$ cat src/spx_pkg.sv
// Constants and types shared by the external SPI master controller.
// Assumes one 25 MHz clock and a byte-addressed Avalon-MM register window.
package spx_pkg;
    // ------------------------------------------------------------------
    // Register offsets (byte addresses, one aligned word each)
    // ------------------------------------------------------------------
    localparam logic [4:0] SPX_OFF_CTRL = 5'h00;
    localparam logic [4:0] SPX_OFF_TX = 5'h04;
    localparam logic [4:0] SPX_OFF_STATUS = 5'h08;
    localparam logic [4:0] SPX_OFF_RX = 5'h0C;

    // ------------------------------------------------------------------
    // Control register fields
    // ------------------------------------------------------------------
    localparam int SPX_CTRL_PHASE = 0;
    localparam int SPX_CTRL_POL = 1;
    localparam int SPX_CTRL_RATE_LO = 2;
    localparam int SPX_CTRL_RATE_HI = 4;
    localparam int SPX_CTRL_HOLD = 5;
    localparam int SPX_CTRL_RXONLY = 6;
    localparam logic [6:0] SPX_CTRL_RESET = 7'h00;

    // ------------------------------------------------------------------
    // Status register fields
    // ------------------------------------------------------------------
    localparam int SPX_STAT_BUSY = 0;
    localparam int SPX_STAT_DONE = 1;
    localparam int SPX_STAT_OVER = 2;
    localparam int SPX_STAT_REJECT = 3;
    localparam int SPX_STAT_SELECT = 4;

    // ------------------------------------------------------------------
    // Timing: SCK half period is SPX_HALF_BASE << rate clock cycles for rates 0 to 6; rate 7 wraps to 256
    // ------------------------------------------------------------------
    localparam logic [7:0] SPX_HALF_BASE = 8'h04; // Room for two MISO sync stages
    localparam logic [3:0] SPX_LAST_EDGE = 4'hF;
    localparam logic [7:0] SPX_DATA_RESET = 8'h00;

    typedef enum logic [2:0] {
        SPX_IDLE = 3'b000,
        SPX_LEAD = 3'b001,
        SPX_SHIFT = 3'b010,
        SPX_TAIL = 3'b011,
        SPX_GAP = 3'b100
    } spx_state_t;
endpackage

$ cat src/spx_tick_if.sv
// Carrier between the controller and its SCK half-period tick generator.
// Assumes both ends run on the same clock.
`timescale 1ns/1ns
`default_nettype none
interface spx_tick_if;
    logic run;
    logic [7:0] half_cycles;
    logic tick;
    modport gen (input run, input half_cycles, output tick);
    modport user (output run, output half_cycles, input tick);
endinterface
`default_nettype wire

$ cat src/spx_tick_gen.sv
// Half-period tick divider for the serial clock.
// Assumes half_cycles is stable while run is high and at least 2.
`timescale 1ns/1ns
`default_nettype none
module spx_tick_gen
    import spx_pkg::*;
(
    input wire logic clk,      // System clock
    input wire logic reset_n,  // Synchronous reset, active low
    spx_tick_if.gen tk         // Run request and tick pulse
);
    logic [7:0] cnt_reg;

    // ------------------------------------------------------------------
    // Divider
    // ------------------------------------------------------------------
    // Counter restarts when run drops so the first half period is whole
    always_ff @(posedge clk) begin
        if (!reset_n || !tk.run) begin
            cnt_reg <= 8'h00;
        end else if (cnt_reg == tk.half_cycles - 8'h01) begin
            cnt_reg <= 8'h00;
        end else begin
            cnt_reg <= cnt_reg + 8'h01;
        end
    end

    // One-cycle enable pulse at the end of each half period
    always_ff @(posedge clk) begin
        if (!reset_n) begin
            tk.tick <= 1'b0;
        end else begin
            tk.tick <= tk.run && (cnt_reg == tk.half_cycles - 8'h01);
        end
    end
endmodule
`default_nettype wire

$ cat src/spx_master.sv
// External SPI master that drives a byte-wide SPI port in its slave role.
// Assumes software on an Avalon-MM bus; the target's select pin is ss_n_out.
//
// The address map and the Avalon-MM register port were left to the implementer.
`timescale 1ns/1ns
`default_nettype none
// How it works
// - Bytes shift most significant bit first
// - Only we start transfers and drive SCK
// - Tied data lines: one direction at a time
// - Both ends use the same polarity/phase
// - A master keeps internal select high
// - Phase 1: select low whole transmission; here only with the hold bit set, else released per byte
// - Phase 0: select low per byte, high between
// - Never clock target faster than its clock/2
// - Master setup order: rate, select, enable
// - Select setup precedes master select bit
// - Slave setup: mode, select, then enable
// - Clear done before next byte ends
// - Polarity and phase pick sampling edge
module spx_master
    import spx_pkg::*;
(
    input wire logic clk,                  // System clock, 25 MHz
    input wire logic reset_n,              // Synchronous reset, active low
    input wire logic [4:0] avs_address,    // Byte address
    input wire logic avs_read,             // Read request
    input wire logic avs_write,            // Write request
    input wire logic [3:0] avs_byteenable, // Byte lanes
    input wire logic [31:0] avs_writedata, // Write data
    output logic [31:0] avs_readdata,      // Read data, registered
    output logic avs_waitrequest,          // Stall, low on answer cycle
    output logic sck_out,                  // Serial clock to target
    output logic mosi_out,                 // Serial data to target
    output logic mosi_oe,                  // Drive enable for data out
    input wire logic miso_in,              // Serial data from target
    output logic ss_n_out                  // Target select, active low
);
    // ------------------------------------------------------------------
    // Declarations
    // ------------------------------------------------------------------
    spx_tick_if tk ();
    spx_state_t state_reg;
    logic ack_reg;
    logic [6:0] ctrl_reg;
    logic [7:0] tx_sh_reg;
    logic [7:0] rx_sh_reg;
    logic [7:0] rx_data_reg;
    logic [3:0] edge_reg;
    logic done_reg;
    logic over_reg;
    logic reject_reg;
    logic miso_meta_reg;
    logic miso_s_reg;
    logic sck_reg;
    logic mosi_reg;
    logic mosi_oe_reg;
    logic ss_n_reg;
    logic take;
    logic wr_ctrl;
    logic wr_tx;
    logic rd_status;
    logic rd_rx;
    logic start;
    logic tick;
    logic leading;
    logic last_edge;
    logic phase;
    logic finish;
    logic [2:0] rate;

    // ------------------------------------------------------------------
    // Avalon slave handshake
    // ------------------------------------------------------------------
    // Every access waits one cycle so read data can come from a flop
    always_ff @(posedge clk) begin
        if (!reset_n) begin
            ack_reg <= 1'b0;
        end else begin
            ack_reg <= (avs_read || avs_write) && !ack_reg;
        end
    end

    assign avs_waitrequest = (avs_read || avs_write) && !ack_reg;
    assign take = ack_reg && (avs_read || avs_write);

    // Address decode on the accepting edge; only lane 0 carries fields
    always_comb begin
        wr_ctrl = 1'b0;
        wr_tx = 1'b0;
        rd_status = 1'b0;
        rd_rx = 1'b0;
        if (take && avs_write && avs_byteenable[0] && avs_address == SPX_OFF_CTRL) begin
            wr_ctrl = 1'b1;
        end else if (take && avs_write && avs_byteenable[0] && avs_address == SPX_OFF_TX) begin
            wr_tx = 1'b1;
        end else if (take && avs_read && avs_address == SPX_OFF_STATUS) begin
            rd_status = 1'b1;
        end else if (take && avs_read && avs_address == SPX_OFF_RX) begin
            rd_rx = 1'b1;
        end
    end

    // Read data; unmapped offsets read as zero
    always_ff @(posedge clk) begin
        if (!reset_n) begin
            avs_readdata <= 32'h0000_0000;
        end else if ((avs_read && !ack_reg) && avs_address == SPX_OFF_CTRL) begin
            avs_readdata <= {25'h000_0000, ctrl_reg};
        end else if ((avs_read && !ack_reg) && avs_address == SPX_OFF_STATUS) begin
            avs_readdata <= {27'h000_0000, ~ss_n_reg, reject_reg, over_reg, done_reg,
                             state_reg != SPX_IDLE};
        end else if ((avs_read && !ack_reg) && avs_address == SPX_OFF_RX) begin
            avs_readdata <= {24'h00_0000, rx_data_reg};
        end else if (avs_read && !ack_reg) begin
            avs_readdata <= 32'h0000_0000;
        end
    end

    // ------------------------------------------------------------------
    // Control register
    // ------------------------------------------------------------------
    // Mode bits must match the target's setup; software's job to agree
    always_ff @(posedge clk) begin
        if (!reset_n) begin
            ctrl_reg <= SPX_CTRL_RESET;
        end else if (wr_ctrl) begin
            ctrl_reg <= avs_writedata[6:0];
        end
    end

    assign phase = ctrl_reg[SPX_CTRL_PHASE];
    assign rate = ctrl_reg[SPX_CTRL_RATE_HI:SPX_CTRL_RATE_LO];

    // ------------------------------------------------------------------
    // Status flags
    // ------------------------------------------------------------------
    assign start = wr_tx && state_reg == SPX_IDLE;
    assign finish = tick && state_reg == SPX_TAIL;

    // Done: set on byte end, cleared by reading received data; set wins
    always_ff @(posedge clk) begin
        if (!reset_n) begin
            done_reg <= 1'b0;
        end else if (finish) begin
            done_reg <= 1'b1;
        end else if (rd_rx) begin
            done_reg <= 1'b0;
        end
    end

    // Overrun: byte ended with done still set; status read clears it
    always_ff @(posedge clk) begin
        if (!reset_n) begin
            over_reg <= 1'b0;
        end else if (finish && done_reg && !rd_rx) begin
            over_reg <= 1'b1;
        end else if (rd_status) begin
            over_reg <= 1'b0;
        end
    end

    // Rejected write: data write while a byte is in flight is dropped
    always_ff @(posedge clk) begin
        if (!reset_n) begin
            reject_reg <= 1'b0;
        end else if (wr_tx && state_reg != SPX_IDLE) begin
            reject_reg <= 1'b1;
        end else if (rd_status) begin
            reject_reg <= 1'b0;
        end
    end

    // ------------------------------------------------------------------
    // MISO synchroniser
    // ------------------------------------------------------------------
    // Target drives MISO from its own clock, so two flops before use
    always_ff @(posedge clk) begin
        if (!reset_n) begin
            miso_meta_reg <= 1'b0;
            miso_s_reg <= 1'b0;
        end else begin
            miso_meta_reg <= miso_in;
            miso_s_reg <= miso_meta_reg;
        end
    end

    // ------------------------------------------------------------------
    // SCK divider
    // ------------------------------------------------------------------
    // Smallest half period is four cycles: MISO spends two in its synchroniser
    assign tk.run = state_reg != SPX_IDLE;
    assign tk.half_cycles = SPX_HALF_BASE << rate;
    assign tick = tk.tick;

    spx_tick_gen u_tick (
        .clk(clk),
        .reset_n(reset_n),
        .tk(tk)
    );

    // ------------------------------------------------------------------
    // Transfer sequencer
    // ------------------------------------------------------------------
    assign leading = !edge_reg[0];
    assign last_edge = edge_reg == SPX_LAST_EDGE;

    // Lead half period, sixteen edges, tail half period, optional gap
    always_ff @(posedge clk) begin
        if (!reset_n) begin
            state_reg <= SPX_IDLE;
        end else begin
            case (state_reg)
                SPX_IDLE: begin
                    if (start) begin
                        state_reg <= SPX_LEAD;
                    end
                end
                SPX_LEAD: begin
                    if (tick) begin
                        state_reg <= SPX_SHIFT;
                    end
                end
                SPX_SHIFT: begin
                    if (tick && last_edge) begin
                        state_reg <= SPX_TAIL;
                    end
                end
                SPX_TAIL: begin
                    if (tick && (!phase || !ctrl_reg[SPX_CTRL_HOLD])) begin
                        state_reg <= SPX_GAP;
                    end else if (tick) begin
                        state_reg <= SPX_IDLE;
                    end
                end
                SPX_GAP: begin
                    if (tick) begin
                        state_reg <= SPX_IDLE;
                    end
                end
                default: begin
                    state_reg <= SPX_IDLE;
                end
            endcase
        end
    end

    // Edge counter, cleared at every byte start
    always_ff @(posedge clk) begin
        if (!reset_n || start) begin
            edge_reg <= 4'h0;
        end else if (tick && state_reg == SPX_SHIFT) begin
            edge_reg <= edge_reg + 4'h1;
        end
    end

    // SCK toggles each half period of the shift and parks at the polarity level
    always_ff @(posedge clk) begin
        if (!reset_n) begin
            sck_reg <= 1'b0;
        end else if (state_reg == SPX_IDLE) begin
            sck_reg <= ctrl_reg[SPX_CTRL_POL];
        end else if (tick && state_reg == SPX_SHIFT) begin
            sck_reg <= ~sck_reg;
        end
    end

    // Transmit shifter; phase 0 presents bit 7 before the first edge
    always_ff @(posedge clk) begin
        if (!reset_n) begin
            tx_sh_reg <= SPX_DATA_RESET;
            mosi_reg <= 1'b0;
        end else if (start) begin
            tx_sh_reg <= avs_writedata[7:0];
            mosi_reg <= phase ? mosi_reg : avs_writedata[7];
        end else if (tick && state_reg == SPX_SHIFT && !phase && !leading && !last_edge) begin
            tx_sh_reg <= {tx_sh_reg[6:0], 1'b0};
            mosi_reg <= tx_sh_reg[6];
        end else if (tick && state_reg == SPX_SHIFT && phase && leading) begin
            tx_sh_reg <= {tx_sh_reg[6:0], 1'b0};
            mosi_reg <= tx_sh_reg[7];
        end
    end

    // Receive shifter samples on the edge the mode selects
    always_ff @(posedge clk) begin
        if (!reset_n) begin
            rx_sh_reg <= SPX_DATA_RESET;
        end else if (tick && state_reg == SPX_SHIFT && (leading != phase)) begin
            rx_sh_reg <= {rx_sh_reg[6:0], miso_s_reg};
        end
    end

    // Received byte stands until the next byte ends
    always_ff @(posedge clk) begin
        if (!reset_n) begin
            rx_data_reg <= SPX_DATA_RESET;
        end else if (finish) begin
            rx_data_reg <= rx_sh_reg;
        end
    end

    // Select: low from start; phase 0 always releases between bytes
    always_ff @(posedge clk) begin
        if (!reset_n) begin
            ss_n_reg <= 1'b1;
        end else if (start) begin
            ss_n_reg <= 1'b0;
        end else if (finish && (!phase || !ctrl_reg[SPX_CTRL_HOLD])) begin
            ss_n_reg <= 1'b1;
        end else if (wr_ctrl && state_reg == SPX_IDLE && !avs_writedata[SPX_CTRL_HOLD]) begin
            ss_n_reg <= 1'b1;
        end
    end

    // Data drive while selected and for one cycle after release; receive-only for a shared line
    always_ff @(posedge clk) begin
        if (!reset_n) begin
            mosi_oe_reg <= 1'b0;
        end else begin
            mosi_oe_reg <= (start || !ss_n_reg) && !ctrl_reg[SPX_CTRL_RXONLY];
        end
    end

    assign sck_out = sck_reg;
    assign mosi_out = mosi_reg;
    assign mosi_oe = mosi_oe_reg;
    assign ss_n_out = ss_n_reg;
endmodule
`default_nettype wire

$ cat config.mk
export PLATFORM = sky130hd
export DESIGN_NAME = spx_master
export DESIGN_NICKNAME = d
export VERILOG_FILES = /design/src/spx_pkg.sv /design/src/spx_tick_if.sv /design/src/spx_tick_gen.sv /design/src/spx_master.sv
export SDC_FILE = /design/constraint.sdc
export NUM_CORES = 1
export LEC_CHECK = 0
export BUFFER_PORTS_ARGS = -buffer_cell sky130_fd_sc_hd__buf_2
export CAP_MARGIN = 20
export CELL_PAD_IN_SITES_DETAIL_PLACEMENT = 1
export CELL_PAD_IN_SITES_GLOBAL_PLACEMENT = 1
export CORE_AREA = 5 5 80 111
export DETAILED_ROUTE_END_ITERATION = 8
export DIE_AREA = 0 0 85 116
export GPL_TIMING_DRIVEN = 0
export HOLD_SLACK_MARGIN = 0.1
export PLACE_DENSITY_LB_ADDON = 0.05
export SYNTH_ARGS = -nofsm -noshare
export SYNTH_HDL_FRONTEND = slang
export SYNTH_SLANG_ARGS = --single-unit
$ cat constraint.sdc
create_clock -name clk -period 4.8 [get_ports clk]
set_clock_uncertainty 0.05 [all_clocks]
set_input_delay 0.24 -clock clk [delete_from_list [all_inputs] [get_ports clk]]
set_output_delay 0.24 -clock clk [all_outputs]
set_load 0.01 [all_outputs]
# --- Word level (Yosys, flattened, before mapping) ---
# Index checks and enable logic that the tools add are counted.
word_totals:
  output_inout_bits: 37
  inputBits: 46
  word_cells: 141
  register_bits: 65
op_classes:
  add_sub_neg: 3
  n_eq_ne: 14
  n_bitwise: 3
  muxes: 37
  n_shift: 1
  reduce_logical: 63
ops:
  columns: ["operator", "n"]
  rows:
  - ["$mux W8", 5]
  - ["$logic_and A1 B1 Y1", 32]
  - ["$mux W1", 24]
  - ["$mux W3", 5]
  - ["$pmux W3 S5", 1]
  - ["$mux W7", 2]
  - ["$logic_not A1 Y1", 11]
  - ["$eq A5 B4 Y1 const B", 2]
  - ["$reduce_bool A2 Y1", 5]
  - ["$reduce_bool A3 Y1", 3]
  - ["$add A8 B1 Y8 const B", 1]
  - ["$eq A8 B8 Y1", 1]
  - ["$shl A3 B3 Y8 const A", 1]
  - ["$sub A8 B1 Y8 const B", 1]
  - ["$eq A3 B2 Y1 const B", 2]
  - ["$ne A2 B2 Y1 const B", 3]
  - ["$eq A5 B3 Y1 const B", 1]
  - ["$logic_not A5 Y1", 1]
  - ["$logic_or A1 B1 Y1", 5]
  - ["$add A4 B1 Y4 const B", 1]
  - ["$eq A4 B4 Y1 const B", 1]
  - ["$reduce_bool A4 Y1", 1]
  - ["$eq A3 B1 Y1 const B", 1]
  - ["$eq A3 B3 Y1 const B", 1]
  - ["other kinds (8)", 10]

# --- Logic depth before layout (Yosys ltp) ---
# Gate-level depths: netlist of run 1.
depth:
  word_depth: 11
  depth_mapped: 8
  ltp_nobuf: 5

# --- Hierarchy ---
# A second synthesis of run 1 with hierarchy kept.
unflattened:
  cells_unflattened: 362
  area_unflattened_um2: 3253.1
modules_own_cells:
  columns: ["module", "area_each_um2", "instances", "seq_area_each_um2", "cells_per_inst"]
  rows:
  - ["spx_master", 2628.8, 1, 1121.1, 293]
  - ["spx_tick_gen", 624.3, 1, 180.2, 69]

# --- Least setup slack after synthesis of run 1 ---
# Ideal clock, no wire load.
synth_path:
  path_type: "flip-flop to flip-flop"
  from: "reg state_reg[0]"
  to: "reg mosi_reg (netlist: mosi_out)"
  n_path_buf: 3
  path_slack_ps: 2931
  setup_ps: 130
  t_arrival_ps: 1689
  synth_period_minus_slack_ps: 1869
  required_ps: 4620
  path_stages_with_launch: 8
  cell_sequence: "dfxtp_1 buf_6 or3_1 buf_6 or4_4 buf_6 nand3_2 o211ai_1"
synth_between:
  elab_chain_len: 7
  word_cells_on_any_way: 14
  cone_classes: "eq/ne: 2; mux: 2; reduce/logical: 10"
synth_rtl:
  columns: ["element", "line_no", "rtl"]
  rows:
  - ["start: declaration", "spx_master.sv:43", "spx_state_t state_reg;"]
  - ["start signal: assignment", "spx_master.sv:211", "state_reg <= SPX_IDLE;"]
  - ["start signal: assignment", "spx_master.sv:216", "state_reg <= SPX_LEAD;"]
  - ["start signal: assignment", "spx_master.sv:221", "state_reg <= SPX_SHIFT;"]
  - ["$eq A3 B2 Y1", "spx_master.sv:276, spx_master.sv:279", null]
  - ["$logic_and A1 B1 Y1", "spx_master.sv:276, spx_master.sv:279", null]
  - ["$logic_and A1 B1 Y1 (3 in a row)", "spx_master.sv:276", "end else if (tick && state_reg == SPX_SHIFT && !phase && !leading && !last_edge) begin"]
  - ["$reduce_bool A3 Y1 (no source line) / $mux W1 (equally long branches)", null, null]
  - ["$reduce_and A2 Y1 (no source line) / $mux W1 (equally long branches)", null, null]
  - ["end signal: assignment", "spx_master.sv:275", "mosi_reg <= phase ? mosi_reg : avs_writedata[7];"]
  - ["end signal: assignment", "spx_master.sv:278", "mosi_reg <= tx_sh_reg[6];"]
  - ["end signal: assignment", "spx_master.sv:281", "mosi_reg <= tx_sh_reg[7];"]
  - ["end: declaration", "spx_master.sv:56", "logic mosi_reg;"]
# Parallel ways exist; a longest one is shown, timed or not.
# A chain may end at the register's enable or synchronous reset.

# --- Final worst setup path of run 1 ---
layout_path:
  from: "reg state_reg[0]"
  to: "reg tx_sh_reg[7]"
layout_between:
  elab_chain_len: 7
  word_cells_on_any_way: 12
  cone_classes: "eq/ne: 1; mux: 2; reduce/logical: 9"
layout_rtl:
  columns: ["element", "line_no", "rtl"]
  rows:
  - ["$eq A3 B2 Y1", "spx_master.sv:276, spx_master.sv:279", null]
  - ["$logic_and A1 B1 Y1", "spx_master.sv:276, spx_master.sv:279", null]
  - ["$logic_and A1 B1 Y1 (3 in a row)", "spx_master.sv:276", null]
  - ["$mux W8", "spx_master.sv:276", null]
  - ["$mux W8", "spx_master.sv:273", "end else if (start) begin"]
  - ["end signal: assignment", "spx_master.sv:274", "tx_sh_reg <= avs_writedata[7:0];"]
  - ["end signal: assignment", "spx_master.sv:277", "tx_sh_reg <= {tx_sh_reg[6:0], 1'b0};"]
  - ["end signal: assignment", "spx_master.sv:280", "tx_sh_reg <= {tx_sh_reg[6:0], 1'b0};"]
  - ["end: declaration", "spx_master.sv:46", "logic [7:0] tx_sh_reg;"]
# Parallel ways exist; a longest one is shown, timed or not.

==> run metrics, run 1 <==
Clock transition at path regs 0.07 ns; Worst Path Required 4.95 ns; die width 85 µm; CTS Sinks 65; Tcrit/Tclk final 42.0%; min Tclk post-route 2.02 ns; CP max FO 8; top cells by count, synth dfxtp_1 (65), nand2_1 (43), buf_4 (24); Fin. Hold Viols 0; gpl congestion 0.752; Avg Cell Area, Syn 9.17 µm²; io pins 83; fmax 496 MHz; first-pass GRT wire length 13.5 mm; Power, Total 0.00100 W; clock share of power 39.1%; Diodes inserted 0; post-synthesis sequential area ratio 40.9%; CTS tree done; Resized cells post-CTS 0; CTS buffer count 9; total core area 7700 µm²; sw frac 24.7%; drc violations 0; unrepaired setup endpoints after global routing false; Sequential Power Share 54.1%; Setup-failing EPs final 0; Post-synth EDFFs 0; clock root buffer clkbuf_8; Clk Latency, worst-skew pair 0.34 ns; initial antenna violation count 0; Synth area leader dfxtp_1; Logic pwr share 6.8%; Hold Crit Class primary input to flip-flop; largest net degree at the start of global routing 11; Port Buffers 30; critical path endpoint category flip-flop; mapped cell area 3180 µm²; placed instance area 3540 µm²; GR Util met2 29.7%; total number of vias 2612; met3 Resource Use GR 3.41%; row count 38; routed len/inst 15.7 µm; H-tree levels 3; Synth area leaders dfxtp_1 (41%), mux2i_1 (6.3%), buf_4 (5.7%); max-cap violation count 0; CP startpoint kind flip-flop; Max clock buf depth 2; die height 116 µm; setup tns final 0 ns; Pre-antenna DRT Iters 4; Starting Density 41.3%; Warnings, synthesis 0; Internal 0.000755 W; Worst-Margin Slew 0.766 ns; Total GRT Usage 17.3%; Nets 460; Routed Antenna Nets 0; CP Data Arrival Time 2.17 ns; synthesized flop and latch total 65; Die Area 9860 µm²; hpwl dp 6.17 mm; Setup CP Type flip-flop to flip-flop; P_leak 1.48 nW; most common cell in the netlist dfxtp_1; Peak VDD IR 0.190 mV; Routed WL 8.10 mm; design area 3710 µm²; final slew viol count 0; count of cell types in the netlist 51; Synth-to-Final Area Change 16.6%; Psw 0.000248 W; GR Util met1 21.2%; vias in the first global route 2792; layout cells sized above 1 20.9%; FFs w/ async S/R, synth 0%; main flop type after synthesis dfxtp_1; Congestion Overflow GR 0; Most Used Layer, Global Route met2; status completed; Starting DRT DRC Count 58; max_slew headroom 48.6%; proportion of netlist area held by the largest area contributor 40.9%; Power Density 270 nW/µm²; Vias per Instance 5.05; Syn Inst Count 347
[per-stage QoR]
step / util [%] / hold slack (ns) / setup slack [ns] / cells
after detailed placement: 46.0 / 0.372 / 2.72 / 500
after global placement: 46.0 / 0.368 / 2.75 / 500
after floorplan: - / 0.317 / 2.93 / 370
final: 48.1 / 0.130 / 2.78 / 517
after CTS: 48.1 / 0.125 / 2.77 / 517
after global routing: 48.1 / 0.144 / 2.66 / 517
[routing by layer]
| metal | share of wire (%) | wire [µm] |
|---|---|---|
| met1 | 45 | 3620 |
| met2 | 51 | 4100 |
| met3 | 2.7 | 216 |
| met4 | 2.1 | 167 |
| met5 | 0 | 0 |
[layout by cell type (no fill, tap or decap), types with 4 or more instances in the layout]
cell and instances:
buf_6 5, mux2i_1 20, clkinv_2 4, clkbuf_1 15
clkbuf_8 9, conb_1 24, buf_2 35, a21oi_1 5
nor3_1 4, nand3_1 7, nor2b_1 22, buf_4 24
o21ai_0 5, and2_1 6, xor2_1 7, xnor2_1 5
o31ai_1 8, a22oi_1 6, dfxtp_1 65, nand4_1 6
nor2_1 13, nand2b_1 4, a31oi_1 8, nor3b_1 4
a21boi_0 12, nand2_1 43, a211oi_1 10
[power groups by stage]
stage / logic (W) / clock network, W / registers, W
after detailed placement: 0.0000668 / 0 / 0.000555
final: 0.0000681 / 0.000393 / 0.000542
after floorplan: 0.0000466 / 0 / 0.000554
after global routing: 0.0000753 / 0.000430 / 0.000542
after global placement: 0.0000660 / 0 / 0.000554
after CTS: 0.0000676 / 0.000403 / 0.000542
[worst max-delay path, cell delays in order (launching register included)]
cell and delay, ns:
dfxtp_1 0.31, buf_6 0.13, or3_1 0.35, buf_6 0.15, nor4_4 0.32, or2_2 0.16
clkbuf_1 0.25, a31oi_1 0.14
[logic make-up after synthesis]
| kind of cell | after synthesis | share of synthesized area [%] |
|---|---|---|
| other | 1 | 0.118 |
| xor gates and xnor gates | 12 | 3.30 |
| muxes | 20 | 6.29 |
| AOI/OAI and AO/OA | 70 | 16.2 |
| buffers and inverters | 49 | 9.99 |
| and+or+nand+nor | 128 | 22.4 |
| adders and majority gates | 2 | 0.786 |
| DFF | 65 | 40.9 |
[layout make-up]
cell class                      instances  area [µm²]
Sequential cell                        65        1300
Inverter                                3        11.3
Tap cell                              100         125
Multi-Input combinational cell        256        1650
Fill cell                             970        3990
Timing Repair Buffer                   31         160
Clock buffer                           12         135
Buffer                                 46         307
Clock inverter                          4        20.0
[worst paths after layout]
| kind | slack, ns | cells past startpoint | end | from |
|---|---|---|---|---|
| setup / recovery | 2.78 | 7 | tx_sh_reg[7] | state_reg[0] |
| hold / removal | 0.13 | 3 | tx_sh_reg[4] | avs_writedata[4] |
| setup reg to reg | 2.78 | 7 | tx_sh_reg[7] | state_reg[0] |
| hold reg to reg | 0.38 | 1 | miso_s_reg | miso_meta_reg |
[timing repair]
action	4_1_cts	5_1_grt
hold buffers	1	0
endpoints found under the hold margin	1	0
setup buffers	0	0
Power figures use the tool's default switching activity.
==> run 2: changes to the inputs <==
--- a/config.mk
+++ b/config.mk
@@ -9,9 +9,9 @@
 export CAP_MARGIN = 20
 export CELL_PAD_IN_SITES_DETAIL_PLACEMENT = 1
 export CELL_PAD_IN_SITES_GLOBAL_PLACEMENT = 1
-export CORE_AREA = 5 5 80 111
+export CORE_AREA = 5 5 87 121
 export DETAILED_ROUTE_END_ITERATION = 8
-export DIE_AREA = 0 0 85 116
+export DIE_AREA = 0 0 92 126
 export GPL_TIMING_DRIVEN = 0
 export HOLD_SLACK_MARGIN = 0.1
 export PLACE_DENSITY_LB_ADDON = 0.05
==> constraint.sdc (replaced) <==
create_clock -name clk -period 1.8 [get_ports clk]
set_clock_uncertainty 0.05 [all_clocks]
set_input_delay 0.09 -clock clk [delete_from_list [all_inputs] [get_ports clk]]
set_output_delay 0.09 -clock clk [all_outputs]
set_load 0.01 [all_outputs]
==> run metrics, run 2 (synthesized netlist as in run 1, its figures left out) <==
Place WS -0.265 ns; total number of vias 2684; Power, Total 0.00355 W; Routed WL 8.69 mm; layout cells sized above 1 24.2%; most used cell, CP buf_6; Clk Latency, worst-skew pair 0.33 ns; Setup CP Type flip-flop to flip-flop; sw frac 20.3%; drc violations 0; CP Data Arrival Time 1.96 ns; initial antenna violation count 0; Hold Path Depth 4; Internal 0.00283 W; CTS buffer count 9; Peak VDD IR 0.495 mV; Synth-to-Final Area Change 29.8%; most frequent cells in the layout dfxtp_1 (62), nand2_1 (43), buf_4 (34); Hold EP ack_reg; unrepaired setup endpoints after global routing true; critical path startpoint state_reg[2]; io pins 83; CP startpoint kind flip-flop; reg2reg start state_reg[2]; final slew viol count 0; FF-to-FF End mosi_out; die width 92 µm; Nets 477; Clock transition at path regs 0.05 ns; Worst path top cell family by delay simple AND/OR/NAND/NOR gates; Logic pwr share 5.7%; WHS 0.116 ns; Routed Antenna Nets 0; Setup-failing EPs final 0; Total GRT Usage 15.5%; max-cap violation count 0; CP max FO 6; Hold Crit Class primary input to flip-flop; H-tree levels 3; met2 WL post-DR 4.41 mm; final worst slack 0.0400 ns; max_slew headroom 61.9%; Congestion Overflow GR 0; Critical path buffers and inverters 3; Starting DRT DRC Count 50; P_leak 1.65 nW; clock share of power 53.5%; Max stage delay on crit path 0.38 ns; routed len/inst 16.0 µm; vias in the first global route 2800; WL met3 305 µm; HP Start avs_read; Diodes inserted 0; Die Area 11600 µm²; row count 42; CP cell instances or3_4 -> buf_6 -> nor4_4 -> buf_6 -> buf_8 -> o2111ai_1 -> o211ai_1; clock root buffer clkbuf_16; Port Buffers 30; WL met1 3.86 mm; Power Density 859 nW/µm²; commonest non-fill, non-tap cell in the layout dfxtp_1; Tcrit/Tclk final 97.8%; CTS Sinks 65; Psw 0.000722 W; gpl congestion 0.796; first-pass GRT wire length 14.1 mm; Vias per Instance 4.93; status completed; fmax 568 MHz; Filler Cell Count 1117; Max clock buf depth 2; min Tclk post-route 1.76 ns; Fin. Hold Viols 0; Starting Density 34.0%; R2R cell count 7; largest net degree at the start of global routing 11; total core area 9350 µm²; Worst-Margin Slew 0.571 ns; CTS tree done; highest routed layer met4; Pre-antenna DRT Iters 4; Worst Path Required 2.00 ns; hpwl dp 6.27 mm; Crit-path slowest cell or3_4; die height 126 µm; R2R Setup Slk 0.04 ns; Sequential Power Share 40.8%; critical path endpoint category flip-flop
-- run 2: worst register-to-register path: stages, from the launching register on --
cell and delay [ns]:
dfxtp_4 0.36, or3_4 0.38, buf_6 0.14, nor4_4 0.21, buf_6 0.19, buf_8 0.12, o2111ai_1 0.11, o211ai_1 0.13
-- run 2: timing repair --
item / 4_1_cts / 5_1_grt
pin swaps: 4 / 2
hold buffers: 10 / 0
endpoints found under the hold margin: 18 / 0
setup buffers: 7 / 4
setup endpoints to repair: 22 / 31
gates resized for setup: 7 / 12
cloned: 1 / 1
-- run 2: cell type report --
| class | instances | area [µm²] | area share, % |
|---|---|---|---|
| clock buffer | 14 | 264 | 6.39 |
| inverter | 3 | 11.3 | 0.273 |
| timing repair buffer | 52 | 365 | 8.85 |
| sequential | 65 | 1310 | 31.7 |
| tap | 110 | 138 | 3.33 |
| buffer | 41 | 285 | 6.91 |
| clock inverter | 2 | 60.1 | 1.45 |
| multi-input combinational | 257 | 1700 | 41.1 |
-- run 2: power by group through the flow --
stage | Clock, W | Combinational (W) | Sequential, W
final | 0.00190 | 0.000201 | 0.00145
after global routing | 0.00203 | 0.000222 | 0.00145
after CTS | 0.00196 | 0.000199 | 0.00145
after detailed placement | 0 | 0.000179 | 0.00148
after global placement | 0 | 0.000178 | 0.00148
after floorplan | 0 | 0.000124 | 0.00148
-- run 2: worst max-delay path by stage --
stage	endpoint	slack [ns]	cells past startpoint
CTS	mosi_out	-0.004	6
detailed placement	tx_sh_reg[4]	-0.26	7
global route	tx_sh_reg[3]	-0.04	7
global placement	tx_sh_reg[5]	-0.21	7
floorplan	mosi_out	-0.02	7
finish	mosi_out	0.04	7
-- run 2: stage by stage --
stage               area (µm²)  util [%]  std cells  setup TNS, ns
floorplan                 3270         -        370         -0.148
global placement          3560      38.1        510          -3.02
detailed placement        3560      38.1        510          -3.38
CTS                       4040      43.2        541       -0.00393
global route              4130      44.1        544        -0.0579
finish                    4130      44.1        544              0
-- run 2: layer usage --
metal	GRT usage [%]	up-vias
met3	4.12	7
met1	18.5	1292
met4	5.51	0
met5	0	-
met2	26.7	40
li1	-	1345
==> run 3: changes to the inputs <==
--- a/config.mk
+++ b/config.mk
@@ -15,6 +15,7 @@
 export GPL_TIMING_DRIVEN = 0
 export HOLD_SLACK_MARGIN = 0.1
 export PLACE_DENSITY_LB_ADDON = 0.05
+export REMOVE_ABC_BUFFERS = 1
 export SYNTH_ARGS = -nofsm -noshare
 export SYNTH_HDL_FRONTEND = slang
 export SYNTH_SLANG_ARGS = --single-unit
==> run metrics, run 3 (synthesized netlist as in run 1, its figures left out) <==
placed instance area 3270 µm²; HP Start avs_read; clock root buffer clkbuf_16; Worst path top cell family by delay simple AND/OR/NAND/NOR gates; Routed Antenna Nets 0; Port Buffers 31; row count 42; layout cells sized above 1 22.8%; max_slew headroom 38.0%; H-tree levels 3; io pins 83; Max stage delay on crit path 0.41 ns; critical path endpoint category flip-flop; Setup CP Type flip-flop to flip-flop; die height 126 µm; Worst Path Required 1.97 ns; Power Density 850 nW/µm²; routed len/inst 16.6 µm; largest net degree at the start of global routing 58; R2R cell count 6; Synth-to-Final Area Change 23.8%; Pre-antenna DRT Iters 4; CP max FO 8; Total GRT Usage 15.1%; design area 3940 µm²; Max clock buf depth 2; gpl congestion 0.817; Die Area 11600 µm²; status completed; Setup-failing EPs final 0; Vias per Instance 5.09; Hold Crit Class primary input to flip-flop; Starting Density 34.0%; Crit-path slowest cell or3_4; initial antenna violation count 0; Starting DRT DRC Count 99; CP startpoint kind flip-flop; commonest non-fill, non-tap cell in the layout dfxtp_1; drc violations 0; Critical path buffers and inverters 2; die width 92 µm; total number of vias 2615; Clock transition at path regs 0.06 ns; vias in the first global route 2620; unrepaired setup endpoints after global routing true; P_leak 1.51 nW; first-pass GRT wire length 13.7 mm; setup tns final 0 ns; R2R Setup Slk 0.02 ns; final slew viol count 0; total core area 9350 µm²; Nets 447; CTS buffer count 9; Routed WL 8.54 mm; CP Data Arrival Time 1.95 ns; Tcrit/Tclk final 99.0%; Hold EP done_reg; Diodes inserted 0; Fin. Hold Viols 0; fmax 561 MHz; min Tclk post-route 1.78 ns; CTS Sinks 65; hpwl dp 5.57 mm; Worst-Margin Slew 0.931 ns; reg2reg start state_reg[0]; most frequent cells in the layout dfxtp_1 (60), nand2_1 (43), buf_2 (31); max-cap violation count 0; CP cell instances or3_4 -> buf_12 -> nor4_4 -> buf_6 -> or2_4 -> a31oi_1; Congestion Overflow GR 0; CTS tree done; Peak VDD IR 0.537 mV; Hold Path Depth 4; Clk Latency, worst-skew pair 0.33 ns; FF-to-FF End tx_sh_reg[5]
run 3: changes by cell type in the layout (fill, tap and decap cells not counted), moves of 2 or more:
cell	change
buf_4	-16
buf_6	-3
clkbuf_1	-12
clkinv_2	+4
dfxtp_1	-2
dfxtp_4	+2
run 3: how the worst max path moves through the flow:
stage | from | endpoint | slack, ns | depth (start not counted)
floorplan | state_reg[1] | rx_sh_reg[0] | -0.47 | 4
global placement | state_reg[1] | rx_sh_reg[7] | -1.16 | 4
detailed placement | state_reg[1] | tx_sh_reg[4] | -0.74 | 4
CTS | u_tick.tk.tick | over_reg | 0.01 | 4
global route | state_reg[0] | tx_sh_reg[4] | -0.07 | 6
finish | state_reg[0] | tx_sh_reg[5] | 0.02 | 6
run 3: stage by stage:
| step | hold slack (ns) | setup slack, ns | utilization, % | cells | power (W) |
|---|---|---|---|---|---|
| after floorplan | 0.116 | -0.466 | - | 324 | 0.00154 |
| after global placement | 0.252 | -1.16 | 34.8 | 465 | 0.00161 |
| after detailed placement | 0.252 | -0.736 | 34.9 | 465 | 0.00161 |
| after CTS | 0.114 | 0.0124 | 40.7 | 504 | 0.00340 |
| after global routing | 0.168 | -0.0655 | 42.1 | 514 | 0.00348 |
| final | 0.132 | 0.0184 | 42.1 | 514 | 0.00335 |
run 3: routing by layer:
metal  wire, µm  share of wire [%]  GRT usage, %  up-vias
li1           -                  -             -     1290
met1       3620                 42          17.3     1280
met2       4490                 53          26.5       36
met3        296                3.5          4.06        9
met4        135                1.6          5.51        0
met5          0                  0             0        -
run 3: final cells by class:
type,count,area [µm²]
fillers,1096,5410
well taps,110,138
clock buffers,10,239
clock inverters,6,57.6
multi-input cells,258,1750
repair buffers,62,433
inverters,3,11.3
flip-flops and latches,65,1320
run 3: what timing repair did:
| action | in CTS | in global routing |
|---|---|---|
| gates resized for setup | 10 | 12 |
| pin swaps | 7 | 6 |
| hold endpoints to repair | 18 | 0 |
| cloned | 2 | 0 |
| setup endpoints to repair | 33 | 40 |
| buffers inserted | 11 | 10 |
| hold buffers | 10 | 0 |
run 3: worst register-to-register path: stages (launching register included):
cell	delay [ns]
dfxtp_4	0.34
or3_4	0.41
buf_12	0.14
nor4_4	0.29
buf_6	0.18
or2_4	0.17
a31oi_1	0.09
run 3: report_power, final:
group | leakage [nW] | internal, W | switching, W
clock | 0.148 | 0.00110 | 0.000653
combinational | 0.839 | 0.0000561 | 0.0000996
sequential | 0.528 | 0.00144 | 0.00000428
